### config.mk
export PLATFORM = sky130hd
export DESIGN_NAME = usb_core_ctrl
export DESIGN_NICKNAME = d
export VERILOG_FILES = /design/src/include/usb_core_pkg.sv /design/src/line_sync.sv /design/src/iso_sof_gate.sv /design/src/usb_core_ctrl.sv
export SDC_FILE = /design/constraint.sdc
export NUM_CORES = 1
export LEC_CHECK = 0
export ABC_AREA = 1
export BUFFER_PORTS_ARGS = -buffer_cell sky130_fd_sc_hd__buf_2
export CORE_MARGIN = 2
export CORE_UTILIZATION = 23
export CTS_CLUSTER_DIAMETER = 200
export DETAILED_ROUTE_END_ITERATION = 10
export GPL_ROUTABILITY_DRIVEN = 0
export PLACE_DENSITY = 0.52
export SLEW_MARGIN = 20
export SYNTH_ARGS = -nofsm -noshare
export SYNTH_HDL_FRONTEND = slang
export SYNTH_SLANG_ARGS = --single-unit
### constraint.sdc
create_clock -name clk_i -period 1.65 [get_ports clk_i]
set_input_delay 0.165 -clock clk_i [delete_from_list [all_inputs] [get_ports clk_i]]
set_output_delay 0.165 -clock clk_i [all_outputs]
set_load 0.02 [all_outputs]
### src/include/usb_core_pkg.sv
package usb_core_pkg;
   // ==========================================
   // Register byte offsets
   localparam logic [7:0] FUNC_ADDR_OFS = 8'h00;
   localparam logic [7:0] POWER_OFS = 8'h04;
   localparam logic [7:0] TX_FLAGS_OFS = 8'h08;
   localparam logic [7:0] RX_FLAGS_OFS = 8'h0C;
   localparam logic [7:0] COMMON_OFS = 8'h10;
   localparam logic [7:0] IRQ_STAT_OFS = 8'h14;
   localparam logic [7:0] IRQ_MASK_OFS = 8'h18;
   // ==========================================
   // Power control fields
   localparam int ISO_SOF_SYNC_BIT = 7;
   localparam int SOFT_ATTACH_BIT = 6;
   localparam int HS_ALLOW_BIT = 5;
   localparam int HS_ACTIVE_BIT = 4;
   localparam int BUS_RESET_BIT = 3;
   localparam int RESUME_BIT = 2;
   localparam int SUSPEND_STATE_BIT = 1;
   localparam int SUSPEND_OUT_EN_BIT = 0;
   // ==========================================
   // Common flag fields
   localparam int CMN_SUSPEND_BIT = 0;
   localparam int CMN_RESUME_BIT = 1;
   localparam int CMN_RESET_BIT = 2;
   localparam int CMN_SOF_BIT = 3;
   // ==========================================
   // Interrupt status and mask fields
   localparam int IRQ_TX_BIT = 0;
   localparam int IRQ_RX_BIT = 1;
   localparam int IRQ_SUSPEND_BIT = 2;
   localparam int IRQ_RESUME_BIT = 3;
   localparam int IRQ_RESET_BIT = 4;
   localparam int IRQ_SOF_BIT = 5;
   // ==========================================
   // Reset values
   localparam logic [6:0] FUNC_ADDR_RESET = 7'h00;
   localparam logic [7:0] POWER_RESET = 8'h20;
   localparam logic [5:0] IRQ_MASK_RESET = 6'h00;
   localparam logic [31:0] READ_ZERO = 32'h0000_0000;
endpackage

### src/line_sync.sv
`timescale 1ns/100ps
`default_nettype none
module line_sync #(
   parameter int W = 3
) (
   input wire logic clk_i,
   input wire logic rst_i,
   input wire logic [W-1:0] d_i,
   output logic [W-1:0] q_o
);
   // ==========================================
   // Two-stage synchroniser
   typedef struct packed {
      logic [W-1:0] s1;
      logic [W-1:0] s2;
   } sync_t;
   sync_t q, n;
   always_comb begin
      n.s1 = d_i;
      n.s2 = q.s1;
   end
   always_ff @(posedge clk_i) begin
      if (rst_i) begin
         q <= '0;
      end else begin
         q <= n;
      end
   end
   assign q_o = q.s2;
endmodule
`default_nettype wire

### src/iso_sof_gate.sv
`timescale 1ns/100ps
`default_nettype none
module iso_sof_gate (
   input wire logic clk_i,
   input wire logic rst_i,
   input wire logic sync_en_i,
   input wire logic [3:0] iso_ep_i,
   input wire logic [3:0] loaded_i,
   input wire logic [3:0] sent_i,
   input wire logic [3:0] in_hit_i,
   input wire logic sof_i,
   output logic [3:0] send_ok_o,
   output logic zlp_o
);
   // ==========================================
   // Per-endpoint hold until start of frame
   typedef struct packed {
      logic [3:0] wait_sof;
      logic [3:0] armed;
      logic zlp;
   } gate_t;
   gate_t q, n;
   logic [3:0] wait_n, armed_n, zlp_n;
   genvar e;
   generate
      for (e = 0; e < 4; e++) begin : g_ep
         logic held;
         assign held = sync_en_i & iso_ep_i[e];
         assign wait_n[e] = (loaded_i[e] & held) | (q.wait_sof[e] & ~sof_i);
         assign armed_n[e] = (q.armed[e] | (q.wait_sof[e] & sof_i) | (loaded_i[e] & ~held)) & ~sent_i[e];
         assign zlp_n[e] = in_hit_i[e] & q.wait_sof[e];
      end
   endgenerate
   always_comb begin
      n.wait_sof = wait_n;
      n.armed = armed_n;
      n.zlp = |zlp_n;
   end
   always_ff @(posedge clk_i) begin
      if (rst_i) begin
         q <= '0;
      end else begin
         q <= n;
      end
   end
   assign send_ok_o = q.armed;
   assign zlp_o = q.zlp;
endmodule
`default_nettype wire

### src/usb_core_ctrl.sv
// What this block does
// - Peripheral: match token address against stored address
// - Host: stored address is the peripheral target
// - Peripheral iso sync: hold loaded packet until SOF
// - Iso sync: IN before SOF sends zero-length
// - Peripheral: soft attach bit enables line drivers when available
// - High-speed allow bit permits high-speed negotiation
// - Peripheral: set high-speed active after successful negotiation
// - Bus-reset bit shows reset; host may drive
// - Drive resume while suspended and bit set
// - Host: resume detected while suspended sets bit
// - Peripheral suspend-state set, cleared by read/resume
// - Suspend output driven only when enabled
// - Transmit flags read-only, bits 15-5 zero
// - Receive flags read-only, bit 0 zero
// - Reading common flags clears them all
//
// The register addresses and register access over Wishbone were chosen for this implementation.
`timescale 1ns/100ps
`default_nettype none
module usb_core_ctrl (
   input wire logic clk_i,
   input wire logic rst_i,
   input wire logic cyc_i,
   input wire logic stb_i,
   input wire logic we_i,
   input wire logic [7:0] adr_i,
   input wire logic [3:0] sel_i,
   input wire logic [31:0] dat_i,
   output logic [31:0] dat_o,
   output logic ack_o,
   input wire logic host_mode_i,
   input wire logic soft_attach_avail_i,
   input wire logic tok_valid_i,
   input wire logic [6:0] tok_addr_i,
   input wire logic sof_tok_i,
   input wire logic in_tok_i,
   input wire logic [3:0] in_ep_hit_i,
   input wire logic [3:0] iso_ep_i,
   input wire logic [3:0] tx_packet_loaded_i,
   input wire logic [4:0] tx_done_i,
   input wire logic [3:0] rx_done_i,
   input wire logic hs_neg_ok_i,
   input wire logic bus_reset_line_i,
   input wire logic suspend_line_i,
   input wire logic resume_line_i,
   output logic addr_match_o,
   output logic [6:0] target_addr_o,
   output logic line_drive_en_o,
   output logic high_speed_allow_o,
   output logic high_speed_active_o,
   output logic drive_reset_o,
   output logic drive_resume_o,
   output logic suspend_o,
   output logic suspend_oe_o,
   output logic [3:0] tx_send_ok_o,
   output logic iso_zlp_o,
   output logic irq_o
);
   // ==========================================
   // State
   typedef struct packed {
      // Bus side
      logic ack;
      logic [31:0] dat;
      // Address and power control
      logic [6:0] dev_addr;
      logic iso_sof_sync;
      logic soft_attach;
      logic high_speed_allow;
      logic high_speed_active;
      logic sw_bus_reset;
      logic resume;
      logic suspend_state;
      logic suspend_out_enable;
      logic suspended;
      // Endpoint and event flags
      logic [4:0] tx_flags;
      logic [3:0] rx_flags;
      logic [3:0] common;
      logic [5:0] irq_stat;
      logic [5:0] irq_mask;
      // Registered outputs
      logic irq;
      logic addr_match;
      logic line_drive_en;
      logic drive_reset;
      logic drive_resume;
      logic suspend_out;
      logic suspend_oe;
      // Line edge history
      logic rst_d;
      logic susp_d;
      logic res_d;
   } ctrl_t;
   ctrl_t q, n;

   // ==========================================
   // Line synchronisers
   logic [2:0] lines;
   logic rst_line, susp_line, res_line;
   line_sync #(.W(3)) u_sync (
      .clk_i(clk_i),
      .rst_i(rst_i),
      .d_i({resume_line_i, suspend_line_i, bus_reset_line_i}),
      .q_o(lines)
   );
   assign rst_line = lines[0];
   assign susp_line = lines[1];
   assign res_line = lines[2];

   // ==========================================
   // Isochronous SOF gate
   iso_sof_gate u_iso (
      .clk_i(clk_i),
      .rst_i(rst_i),
      .sync_en_i(q.iso_sof_sync & ~host_mode_i),
      .iso_ep_i(iso_ep_i),
      .loaded_i(tx_packet_loaded_i),
      .sent_i(tx_done_i[4:1]),
      .in_hit_i(in_ep_hit_i & {4{in_tok_i}}),
      .sof_i(sof_tok_i),
      .send_ok_o(tx_send_ok_o),
      .zlp_o(iso_zlp_o)
   );

   // ==========================================
   // Bus decode
   logic req, wr, rd;
   logic rst_rise, susp_rise, res_rise;
   logic [7:0] wd;
   logic [7:0] power_rd;
   assign req = cyc_i & stb_i & ~q.ack;
   assign wr = req & we_i & sel_i[0];
   assign rd = req & ~we_i;
   assign wd = dat_i[7:0];

   // ==========================================
   // Register access strobes
   logic rd_tx, rd_rx, rd_common;
   logic wr_addr, wr_power, wr_stat, wr_mask;
   assign rd_tx = rd & (adr_i == usb_core_pkg::TX_FLAGS_OFS);
   assign rd_rx = rd & (adr_i == usb_core_pkg::RX_FLAGS_OFS);
   assign rd_common = rd & (adr_i == usb_core_pkg::COMMON_OFS);
   assign wr_addr = wr & (adr_i == usb_core_pkg::FUNC_ADDR_OFS);
   assign wr_power = wr & (adr_i == usb_core_pkg::POWER_OFS);
   assign wr_stat = wr & (adr_i == usb_core_pkg::IRQ_STAT_OFS);
   assign wr_mask = wr & (adr_i == usb_core_pkg::IRQ_MASK_OFS);

   // ==========================================
   // Line edges
   assign rst_rise = rst_line & ~q.rst_d;
   assign susp_rise = susp_line & ~q.susp_d;
   assign res_rise = res_line & ~q.res_d;

   // ==========================================
   // Power register read view
   always_comb begin
      power_rd = 8'h00;
      power_rd[usb_core_pkg::ISO_SOF_SYNC_BIT] = q.iso_sof_sync;
      power_rd[usb_core_pkg::SOFT_ATTACH_BIT] = q.soft_attach;
      power_rd[usb_core_pkg::HS_ALLOW_BIT] = q.high_speed_allow;
      power_rd[usb_core_pkg::HS_ACTIVE_BIT] = q.high_speed_active;
      power_rd[usb_core_pkg::BUS_RESET_BIT] = rst_line | (host_mode_i & q.sw_bus_reset);
      power_rd[usb_core_pkg::RESUME_BIT] = q.resume;
      power_rd[usb_core_pkg::SUSPEND_STATE_BIT] = q.suspend_state;
      power_rd[usb_core_pkg::SUSPEND_OUT_EN_BIT] = q.suspend_out_enable;
   end

   // ==========================================
   // Next state
   always_comb begin
      n = q;
      n.ack = req;
      n.rst_d = rst_line;
      n.susp_d = susp_line;
      n.res_d = res_line;

      // ==========================================
      // Read data
      if (rd) begin
         unique case (adr_i)
            usb_core_pkg::FUNC_ADDR_OFS: begin
               n.dat = {25'h000_0000, q.dev_addr};
            end
            usb_core_pkg::POWER_OFS: begin
               n.dat = {24'h00_0000, power_rd};
            end
            usb_core_pkg::TX_FLAGS_OFS: begin
               n.dat = {27'h000_0000, q.tx_flags};
            end
            usb_core_pkg::RX_FLAGS_OFS: begin
               n.dat = {27'h000_0000, q.rx_flags, 1'b0};
            end
            usb_core_pkg::COMMON_OFS: begin
               n.dat = {28'h000_0000, q.common};
            end
            usb_core_pkg::IRQ_STAT_OFS: begin
               n.dat = {26'h000_0000, q.irq_stat};
            end
            usb_core_pkg::IRQ_MASK_OFS: begin
               n.dat = {26'h000_0000, q.irq_mask};
            end
            default: begin
               n.dat = usb_core_pkg::READ_ZERO;
            end
         endcase
      end

      // ==========================================
      // Read-to-clear flags, set wins
      if (rd_tx) begin
         n.tx_flags = 5'h00;
      end
      if (rd_rx) begin
         n.rx_flags = 4'h0;
      end
      if (rd_common) begin
         n.common = 4'h0;
      end

      // ==========================================
      // Link event flags
      n.tx_flags = n.tx_flags | tx_done_i;
      n.rx_flags = n.rx_flags | rx_done_i;
      n.common[usb_core_pkg::CMN_SUSPEND_BIT] = n.common[usb_core_pkg::CMN_SUSPEND_BIT] | susp_rise;
      n.common[usb_core_pkg::CMN_RESUME_BIT] = n.common[usb_core_pkg::CMN_RESUME_BIT] | (res_rise & q.suspended);
      n.common[usb_core_pkg::CMN_RESET_BIT] = n.common[usb_core_pkg::CMN_RESET_BIT] | rst_rise;
      n.common[usb_core_pkg::CMN_SOF_BIT] = n.common[usb_core_pkg::CMN_SOF_BIT] | sof_tok_i;

      // ==========================================
      // Register writes
      if (wr_addr) begin
         n.dev_addr = wd[6:0];
      end
      if (wr_power) begin
         n.iso_sof_sync = wd[usb_core_pkg::ISO_SOF_SYNC_BIT];
         n.soft_attach = wd[usb_core_pkg::SOFT_ATTACH_BIT];
         n.high_speed_allow = wd[usb_core_pkg::HS_ALLOW_BIT];
         n.resume = wd[usb_core_pkg::RESUME_BIT];
         n.suspend_out_enable = wd[usb_core_pkg::SUSPEND_OUT_EN_BIT];
         if (host_mode_i) begin
            n.sw_bus_reset = wd[usb_core_pkg::BUS_RESET_BIT];
            n.suspend_state = wd[usb_core_pkg::SUSPEND_STATE_BIT];
         end else if (wd[usb_core_pkg::RESUME_BIT]) begin
            n.suspend_state = 1'b0;
         end
      end

      // ==========================================
      // Interrupt registers
      if (wr_mask) begin
         n.irq_mask = wd[5:0];
      end
      if (wr_stat) begin
         n.irq_stat = q.irq_stat & ~wd[5:0];
      end

      // ==========================================
      // Peripheral suspend indication
      if (!host_mode_i && rd_common) begin
         n.suspend_state = 1'b0;
      end
      if (!host_mode_i && susp_rise) begin
         n.suspend_state = 1'b1;
      end

      // ==========================================
      // Suspended tracking for resume signalling
      if ((host_mode_i ? n.suspend_state : susp_rise)) begin
         n.suspended = 1'b1;
      end else if (rst_rise || (q.suspended && q.resume && !n.resume)) begin
         n.suspended = 1'b0;
      end
      if (host_mode_i && q.suspended && res_rise) begin
         n.resume = 1'b1;
      end

      // ==========================================
      // High-speed negotiation result
      if (rst_rise) begin
         n.high_speed_active = 1'b0;
      end else if (hs_neg_ok_i && q.high_speed_allow && !host_mode_i) begin
         n.high_speed_active = 1'b1;
      end

      // ==========================================
      // Interrupt status, set wins over clear
      n.irq_stat[usb_core_pkg::IRQ_TX_BIT] = n.irq_stat[usb_core_pkg::IRQ_TX_BIT] | (|tx_done_i);
      n.irq_stat[usb_core_pkg::IRQ_RX_BIT] = n.irq_stat[usb_core_pkg::IRQ_RX_BIT] | (|rx_done_i);
      n.irq_stat[usb_core_pkg::IRQ_SUSPEND_BIT] = n.irq_stat[usb_core_pkg::IRQ_SUSPEND_BIT] | susp_rise;
      n.irq_stat[usb_core_pkg::IRQ_RESUME_BIT] = n.irq_stat[usb_core_pkg::IRQ_RESUME_BIT] | (res_rise & q.suspended);
      n.irq_stat[usb_core_pkg::IRQ_RESET_BIT] = n.irq_stat[usb_core_pkg::IRQ_RESET_BIT] | rst_rise;
      n.irq_stat[usb_core_pkg::IRQ_SOF_BIT] = n.irq_stat[usb_core_pkg::IRQ_SOF_BIT] | sof_tok_i;
      n.irq = |(n.irq_stat & n.irq_mask);

      // ==========================================
      // Registered line outputs
      n.addr_match = !host_mode_i && tok_valid_i && tok_addr_i == q.dev_addr;
      n.line_drive_en = !host_mode_i && soft_attach_avail_i && n.soft_attach;
      n.drive_reset = host_mode_i && n.sw_bus_reset;
      n.drive_resume = n.resume && n.suspended;
      n.suspend_out = n.suspend_state && n.suspend_out_enable;
      n.suspend_oe = n.suspend_out_enable;
   end

   // ==========================================
   // Registers
   always_ff @(posedge clk_i) begin
      if (rst_i) begin
         q <= '0;
         q.dev_addr <= usb_core_pkg::FUNC_ADDR_RESET;
         q.high_speed_allow <= usb_core_pkg::POWER_RESET[usb_core_pkg::HS_ALLOW_BIT];
         q.iso_sof_sync <= usb_core_pkg::POWER_RESET[usb_core_pkg::ISO_SOF_SYNC_BIT];
         q.soft_attach <= usb_core_pkg::POWER_RESET[usb_core_pkg::SOFT_ATTACH_BIT];
         q.high_speed_active <= usb_core_pkg::POWER_RESET[usb_core_pkg::HS_ACTIVE_BIT];
         q.sw_bus_reset <= usb_core_pkg::POWER_RESET[usb_core_pkg::BUS_RESET_BIT];
         q.resume <= usb_core_pkg::POWER_RESET[usb_core_pkg::RESUME_BIT];
         q.suspend_state <= usb_core_pkg::POWER_RESET[usb_core_pkg::SUSPEND_STATE_BIT];
         q.suspend_out_enable <= usb_core_pkg::POWER_RESET[usb_core_pkg::SUSPEND_OUT_EN_BIT];
         q.irq_mask <= usb_core_pkg::IRQ_MASK_RESET;
      end else begin
         q <= n;
      end
   end

   // ==========================================
   // Outputs
   assign dat_o = q.dat;
   assign ack_o = q.ack;

   // ==========================================
   // Link outputs
   assign addr_match_o = q.addr_match;
   assign target_addr_o = q.dev_addr;
   assign line_drive_en_o = q.line_drive_en;
   assign high_speed_allow_o = q.high_speed_allow;
   assign high_speed_active_o = q.high_speed_active;
   assign drive_reset_o = q.drive_reset;
   assign drive_resume_o = q.drive_resume;
   assign suspend_o = q.suspend_out;
   assign suspend_oe_o = q.suspend_oe;
   assign irq_o = q.irq;
endmodule
`default_nettype wire

==> results.ini, run 1 <==
[final_layout]
antenna_cells_inserted=0
syn2layout_area_growth_pct=24.6
final_layout_size_suffix_gt1_share_pct=26.2
fin_area_mm2=0.00455
nNetsFinal=657

[cts]
ctsRootBufferMaster=sky130_fd_sc_hd__clkbuf_16
maximum_number_of_buffers_from_clock_root_to_sink=2
clock_tree.htree_level_count=3
cts.hold.buffers_added=0
tritoncts=done
numCtsBuffers=9
clk_pin_slew_ns=0.06
sink_count_of_the_clock_tree=74
worst_skew_pair_latency_ns=0.34

[global_route]
grt.total_usage_pct=12.6
grt_max_degree=41
grt_pass1_wl_um=16200
overflow=0
initial_antenna_violation_count=0
grt_pass1_vias=3171

[synth]
synthArstFlopShare_pct=0
yosys_register_bits=74
post-synth-top-count-cell=sky130_fd_sc_hd__nand2_1
synth_area_mm2=0.00365
yosysSeqAreaShare_pct=40.6
syn-instance-count=488
synth_largest_type_area_fraction_pct=40.6
yosys-top-cells-area=sky130_fd_sc_hd__dfxtp_1 (41%), sky130_fd_sc_hd__nand2_1 (10%), sky130_fd_sc_hd__buf_4 (9.1%)
synth_enable_flop_cells=0
yosysTopAreaCell=sky130_fd_sc_hd__dfxtp_1
synth.distinct_cells=38
synth.yosys.warnings=0
postSynthAreaPerCell_um2=7.48
synth_top_cells_by_count=sky130_fd_sc_hd__nand2_1 (100), sky130_fd_sc_hd__dfxtp_1 (74), sky130_fd_sc_hd__inv_1 (48), sky130_fd_sc_hd__a21oi_1 (45), sky130_fd_sc_hd__buf_4 (44)
ys_dominant_reg_cell=sky130_fd_sc_hd__dfxtp_1

[worst_setup_path]
worst_path_class_setup=reg -> reg
worst-endpoint-required_ns=1.86
critPathCaptureType=register
worst_setup_path_start_kind=register
endpoint_arrival_time_on_the_critical_path_ns=1.72
path_max_fanout=8

[detailed_routing]
first_pass_iters=4
num_vias=3231
post_drt_via_cell_ratio=4.08
wl_per_cell_um=12.6
routed_wl_um=10000
drc=0
final_antenna_net_count=0
drt_iter0_drc=116

[pwr]
power.total_mw=4.34
power.density_mw_per_mm2=954
vdd_drop_max_mv=0.455
static_power_due_to_leakage_nw=2.13

[floorplan]
die_width_um=130
top_level_ports=140
floorplan.die.height_um=130
die_area_mm2=0.0169
placementRows=46
core_mm2=0.0157
start_util_pct=23.2

[min_path]
hold_class=in -> reg

[sta]
finalHoldWorstSlack_ns=0.0120
grt_setup_unrepaired=no
hold_viol=0
totalNegativeSetupSlack_ns=0
finalMaxSlewViolations=0
fin_skew_ns=0.0107
post-route-min-period_ns=1.51
final_worst_path_period_share_pct=91.5
setup-violations-final=0
max_freq_mhz=662

[placement]
post-dp-hpwl_um=7930
place.port_buffers=88
detailed_place.area_mm2=0.00419

[status]
run_status=completed

[flow_run]
max_cap_violations=0

report_power, final:
part           switching, mW  leakage [nW]  internal [mW]
sequential            0.0235         0.604           1.83
combinational          0.244          1.38          0.123
clock                  0.788         0.145           1.33
worst max-delay path, cell delays in order, from the launching register on:
cell and delay (ns):
sky130_fd_sc_hd__dfxtp_1 0.31, sky130_fd_sc_hd__inv_1 0.06, sky130_fd_sc_hd__nand3_2 0.10, sky130_fd_sc_hd__nor2_4 0.18
sky130_fd_sc_hd__buf_6 0.16, sky130_fd_sc_hd__nand2_4 0.10, sky130_fd_sc_hd__clkinv_4 0.09, sky130_fd_sc_hd__nand3_1 0.07
sky130_fd_sc_hd__nand3_1 0.07, sky130_fd_sc_hd__nand2_1 0.06, sky130_fd_sc_hd__a21oi_2 0.13, sky130_fd_sc_hd__nor2_1 0.06
cell usage in the layout, fill, tap and decap left out, drive strengths merged, types with 4 or more instances in the layout:
cell type,synthesis,final
nand4,5,5
buf,45,101
nand2,107,107
nand3,36,36
clkbuf,7,10
nor2,53,53
a21oi,46,46
conb,1,24
inv,53,53
dfxtp,74,74
nor4,4,4
clkinv,3,4
nor3,8,8
o21ai,23,23
a221oi,5,5
worst paths after layout:
kind	from	endpoint	slack, ns	cells past startpoint
max	ack_o	q[35]	0.14	11
min	tx_done_i[1]	u_iso.send_ok_o[0]	0.01	2
max reg2reg	ack_o	q[35]	0.14	11
min reg2reg	u_sync.n[1]	u_sync.q_o[1]	0.40	2
registers in the layout, summed over array words and instances (netlist names), 3 cells and up:
register / count
target_addr_o: 7
u_sync.q_o: 3
u_sync.n: 3
u_iso.q: 4
q: 30
dat_o: 8
power_rd: 4
u_iso.send_ok_o: 4
per-layer routing:
metal	GRT usage (%)	vias up	part of all wire, %	routed length, um
li1	-	1672	-	-
met4	5.76	0	2.9	290
met5	0	-	0	0
met2	20.2	95	46	4610
met3	3.03	20	5.8	580
met1	15.9	1444	45	4530
final cells by class:
type | count | area [um2]
clock buffers | 10 | 229
well taps | 216 | 270
clock inverters | 6 | 91.3
inverters | 56 | 220
fillers | 1741 | 11200
multi-input cells | 329 | 1690
repair buffers | 101 | 567
flip-flops and latches | 74 | 1480
through the flow:
stage | utilization, % | instances | setup slack [ns]
floorplan | - | 511 | 0.181
global placement | 26.7 | 774 | 0.0857
detailed placement | 26.7 | 774 | 0.0689
CTS | 28.7 | 790 | 0.0492
global route | 28.9 | 792 | 0.00150
finish | 28.9 | 792 | 0.140
cell families after synthesis:
logic type / share of synthesized area (%)
and+or+nand+nor: 29.4
buffers and inverters: 15.9
DFF: 40.6
AOI/OAI and AO/OA: 12.8
other: 0.103
xor gates and xnor gates: 1.20
what timing repair did:
action / CTS / global route
gates resized for setup: 0 / 3
setup endpoints to repair: 0 / 4
buffers inserted: 0 / 2
endpoints found under the hold margin: 0 / 0
Note: power is estimated with default switching activity, not from simulation.
==> inputs of run 2 (changes only) <==
- HOLD_SLACK_MARGIN: unset -> 0.1
==> results.ini, run 2 (same netlist as run 1, synthesis figures left out) <==
[status]
run_status=completed

[final_layout]
final_layout_size_suffix_gt1_share_pct=25.3
syn2layout_area_growth_pct=30.3
antenna_cells_inserted=0
instances_no_fill=813
postLayoutCoreUtil_pct=30.3
register_containing_the_most_flip_flops_in_the_final_layout=q
nNetsFinal=678
most-common-layout-cells=sky130_fd_sc_hd__nand2_1 (100), sky130_fd_sc_hd__buf_2 (88), sky130_fd_sc_hd__dfxtp_1 (74), sky130_fd_sc_hd__inv_1 (48), sky130_fd_sc_hd__a21oi_1 (45)
fin_area_mm2=0.00476
largest_register_ffs=30
layout_commonest_cell=sky130_fd_sc_hd__nand2_1

[global_route]
grt.total_usage_pct=12.7
grt_max_degree=41
overflow=0
initial_antenna_violation_count=0
grt_pass1_wl_um=16400
grt_pass1_vias=3220

[placement]
place.port_buffers=88
post-place-ws_ns=0.0689
placed_instance_count=774
post-dp-hpwl_um=7930
detailed_place.area_mm2=0.00419

[sta]
finalMaxSlewViolations=0
fin_skew_ns=0.0111
totalNegativeSetupSlack_ns=0
final_worst_path_period_share_pct=93.1
setup-violations-final=0
max_freq_mhz=651
hold_viol=0
grt_setup_unrepaired=no
post-route-min-period_ns=1.54
worst_slack_ns=0.114
finalHoldWorstSlack_ns=0.112

[cts]
tritoncts=done
sink_count_of_the_clock_tree=74
numCtsBuffers=9
maximum_number_of_buffers_from_clock_root_to_sink=2
ctsRootBufferMaster=sky130_fd_sc_hd__clkbuf_16
worst_skew_pair_latency_ns=0.33
clock_tree.htree_level_count=3
clk_pin_slew_ns=0.06

[pwr]
static_power_due_to_leakage_nw=2.21
internal-power_mw=3.32
seq_power_share_pct=42.4
power.total_mw=4.38
power_switching_share_pct=24.3
share_clk_of_total_power_pct=48.4
power_spent_charging_and_discharging_nets_mw=1.06
vdd_drop_max_mv=0.445
power.density_mw_per_mm2=921
combinationalPowerShare_pct=9.2

[detailed_routing]
first_pass_iters=4
num_vias=3297
drc=0
routed_wl_um=10100
post_drt_via_cell_ratio=4.06
wl_per_cell_um=12.5
final_antenna_net_count=0
drt_iter0_drc=135

[worst_setup_path]
endpoint_arrival_time_on_the_critical_path_ns=1.76
worst_path_class_setup=reg -> reg
path_max_fanout=3
worst-r2r-setup-slack_ns=0.11
worst_setup_path_start_kind=register
worst-endpoint-required_ns=1.88
r2r.worst_path.cells=4
crit-reg2reg-launch=u_iso.q[7]
critPathCaptureType=register
critical_path.reg2reg.endpoint=u_iso.zlp_o

[floorplan]
floorplan.die.height_um=130
placementRows=46
top_level_ports=140
core_mm2=0.0157
start_util_pct=23.2
die_width_um=130
die_area_mm2=0.0169

[min_path]
worstHoldPathCells=3
hold_class=in -> reg
min-delay-start=iso_ep_i[0]
hold_critical_path_endpoint=u_iso.q[5]

[flow_run]
max_cap_violations=0

run 2: cell count changes in the layout (fill, tap and decap cells not counted), sizes merged:
cell,previous run,this run
dlygate4sd3,0,21
run 2: what timing repair did:
item,4_1_cts,5_1_grt
endpoints found under the hold margin,22,0
buffers inserted,0,2
hold buffers,21,0
gates resized for setup,0,3
endpoints found under the setup margin,0,4
run 2: how the worst max path moves through the flow:
| stage | startpoint | end | cells after the start |
|---|---|---|---|
| after global routing | ack_o | irq_o | 10 |
| final | u_iso.q[7] | u_iso.zlp_o | 4 |
| after global placement | ack_o | q[35] | 11 |
| after CTS | ack_o | q[35] | 11 |
| after floorplan | ack_o | irq_o | 11 |
| after detailed placement | ack_o | q[35] | 11 |
run 2: metal layers:
metal / track usage (%) / up-vias / share of wire, %
li1: - / 1716 / -
met2: 20.4 / 88 / 46
met5: 0 / - / 0
met1: 16.1 / 1478 / 45
met4: 5.69 / 0 / 2.4
met3: 2.99 / 15 / 6.0
run 2: final cells by class:
type                    instances  area (um2)
fillers                      1725       11000
multi-input cells             329        1690
flip-flops and latches         74        1480
repair buffers                122         777
well taps                     216         270
clock buffers                  10         229
inverters                      56         220
clock inverters                 6        91.3
run 2: power groups by stage:
stage	combinational [mW]	sequential [mW]	clock, mW
2_1_floorplan	0.254	1.89	0
3_3_place_gp	0.362	1.90	0
3_5_place_dp	0.364	1.90	0
4_1_cts	0.402	1.86	2.16
5_1_grt	0.453	1.86	2.25
6_report	0.404	1.86	2.12
run 2: critical path, stage by stage (launching register included):
cell and delay (ns):
sky130_fd_sc_hd__dfxtp_1 0.33, sky130_fd_sc_hd__a22o_1 0.21, sky130_fd_sc_hd__a221oi_1 0.27, sky130_fd_sc_hd__nor2_1 0.07, sky130_fd_sc_hd__dlygate4sd3_1 0.55
==> inputs of run 3 (changes only) <==
- BUFFER_PORTS_ARGS: -buffer_cell sky130_fd_sc_hd__buf_2 -> unset
- DONT_BUFFER_PORTS: unset -> 1
- PLACE_DENSITY: 0.52 -> 0.37
==> results.ini, run 3 (same netlist as run 1, synthesis figures left out) <==
[final_layout]
register_containing_the_most_flip_flops_in_the_final_layout=q
multi_input_area_mm2=0.00172
layout_commonest_cell=sky130_fd_sc_hd__nand2_1
most-common-layout-cells=sky130_fd_sc_hd__nand2_1 (98), sky130_fd_sc_hd__dfxtp_1 (74), sky130_fd_sc_hd__inv_1 (47), sky130_fd_sc_hd__a21oi_1 (44), sky130_fd_sc_hd__dlygate4sd3_1 (43)
largest_register_ffs=30
antenna_cells_inserted=0
sequential_cell_area_mm2=0.00148
syn2layout_area_growth_pct=26.5
nNetsFinal=613
fin_area_mm2=0.00462
final_layout_size_suffix_gt1_share_pct=13.0
n_fill_cell=1711

[worst_setup_path]
worst-endpoint-required_ns=1.88
worst_setup_path_start_kind=register
critical-path-slowest-cell=sky130_fd_sc_hd__dfxtp_1
path_max_fanout=8
worst_path_class_setup=reg -> reg
critical_path.cell_chain=inv_2 > nand3_4 > nor2_4 > buf_6 > nand2_8 > nand2_1 > nand2_1 > nand2_1 > nand2_1 > nor2_2 > a21oi_2
critPathCaptureType=register
slowest_delay_ns=0.32
path_common_cell=sky130_fd_sc_hd__nand2_1
endpoint_arrival_time_on_the_critical_path_ns=1.75

[detailed_routing]
wl_per_cell_um=14.7
drc=0
first_pass_iters=4
post_drt_via_cell_ratio=4.27
final_antenna_net_count=0
drt_iter0_drc=214
num_vias=3195
routed_wl_um=11000

[cts]
sink_count_of_the_clock_tree=74
numCtsBuffers=9
clk_pin_slew_ns=0.06
ctsRootBufferMaster=sky130_fd_sc_hd__clkbuf_16
tritoncts=done
worst_skew_pair_latency_ns=0.35
maximum_number_of_buffers_from_clock_root_to_sink=2
clock_tree.htree_level_count=3

[pwr]
power_spent_charging_and_discharging_nets_mw=1.03
seq_power_share_pct=41.3
power_switching_share_pct=22.7
static_power_due_to_leakage_nw=1.95
power.density_mw_per_mm2=979
vdd_drop_max_mv=0.491
combinationalPowerShare_pct=7.9
share_clk_of_total_power_pct=50.8
internal-power_mw=3.49

[global_route]
grt_max_degree=58
grt.total_usage_pct=13.3
overflow=0
grt_pass1_wl_um=16500
grt_pass1_vias=3038
initial_antenna_violation_count=0

[floorplan]
die_area_mm2=0.0169
die_width_um=130
start_util_pct=23.2
placementRows=46
floorplan.die.height_um=130
top_level_ports=140
core_mm2=0.0157

[min_path]
hold_class=in -> reg

[sta]
finalMaxSlewViolations=0
hold_viol=0
grt_setup_unrepaired=no
worst_slew_margin_relative_to_its_limit_pct=66.2
setup-violations-final=0
post-route-min-period_ns=1.53
worst_slack_ns=0.124
worst_pin_slew_ns=0.506
final_worst_path_period_share_pct=92.5
totalNegativeSetupSlack_ns=0
fin_skew_ns=0.0106
max_freq_mhz=655

[status]
run_status=completed

[placement]
detailed_place.area_mm2=0.00373
place.port_buffers=0
post-place-ws_ns=0.0671
post-dp-hpwl_um=8150

[flow_run]
max_cap_violations=0

run 3: layout make-up:
| cell class | count | share of cell area (%) |
|---|---|---|
| Inverter | 56 | 4.82 |
| Multi-Input combinational cell | 329 | 37.2 |
| Tap cell | 216 | 5.85 |
| Sequential cell | 74 | 32.1 |
| Clock inverter | 4 | 2.14 |
| Timing Repair Buffer | 57 | 12.6 |
| Clock buffer | 12 | 5.34 |
run 3: timing repair:
item | in CTS | in global routing
setup buffers | 0 | 2
endpoints found under the hold margin | 73 | 0
setup endpoints to repair | 0 | 5
gates resized for setup | 0 | 14
hold buffers | 45 | 0
run 3: stage by stage:
step / cells / utilization [%] / hold slack (ns) / power (mW)
global placement: 685 / 23.8 / 0.242 / 2.13
global route: 748 / 29.4 / 0.132 / 4.72
floorplan: 511 / - / 0.244 / 2.15
finish: 748 / 29.4 / 0.105 / 4.52
CTS: 746 / 28.9 / 0.105 / 4.59
detailed placement: 685 / 23.8 / 0.240 / 2.13
run 3: power by group through the flow:
stage,registers [mW],clock network (mW),logic [mW]
after detailed placement,1.91,0,0.224
after CTS,1.87,2.36,0.354
after floorplan,1.89,0,0.254
after global routing,1.87,2.45,0.395
final,1.87,2.30,0.358
after global placement,1.91,0,0.222
run 3: final timing paths:
path	cells past startpoint	slack, ns	end	from
hold / removal	3	0.10	u_iso.send_ok_o[3]	iso_ep_i[3]
hold reg to reg	2	0.40	u_sync.q_o[1]	u_sync.n[1]
setup / recovery	11	0.12	irq_o	ack_o
setup reg to reg	11	0.12	irq_o	ack_o
run 3: per-layer routing:
layer | global-route usage (%) | vias up | wire, um
met1 | 16.5 | 1460 | 4660
met5 | 0 | - | 0
met3 | 3.94 | 25 | 772
li1 | - | 1605 | -
met2 | 20.9 | 105 | 5220
met4 | 6.70 | 0 | 378
run 3: critical path, delay by kind of cell (launching register included):
family	cells	cell delay, ns
compound gates	1	0.06
flops	1	0.32
simple gates	8	0.77
buf+inv	2	0.25
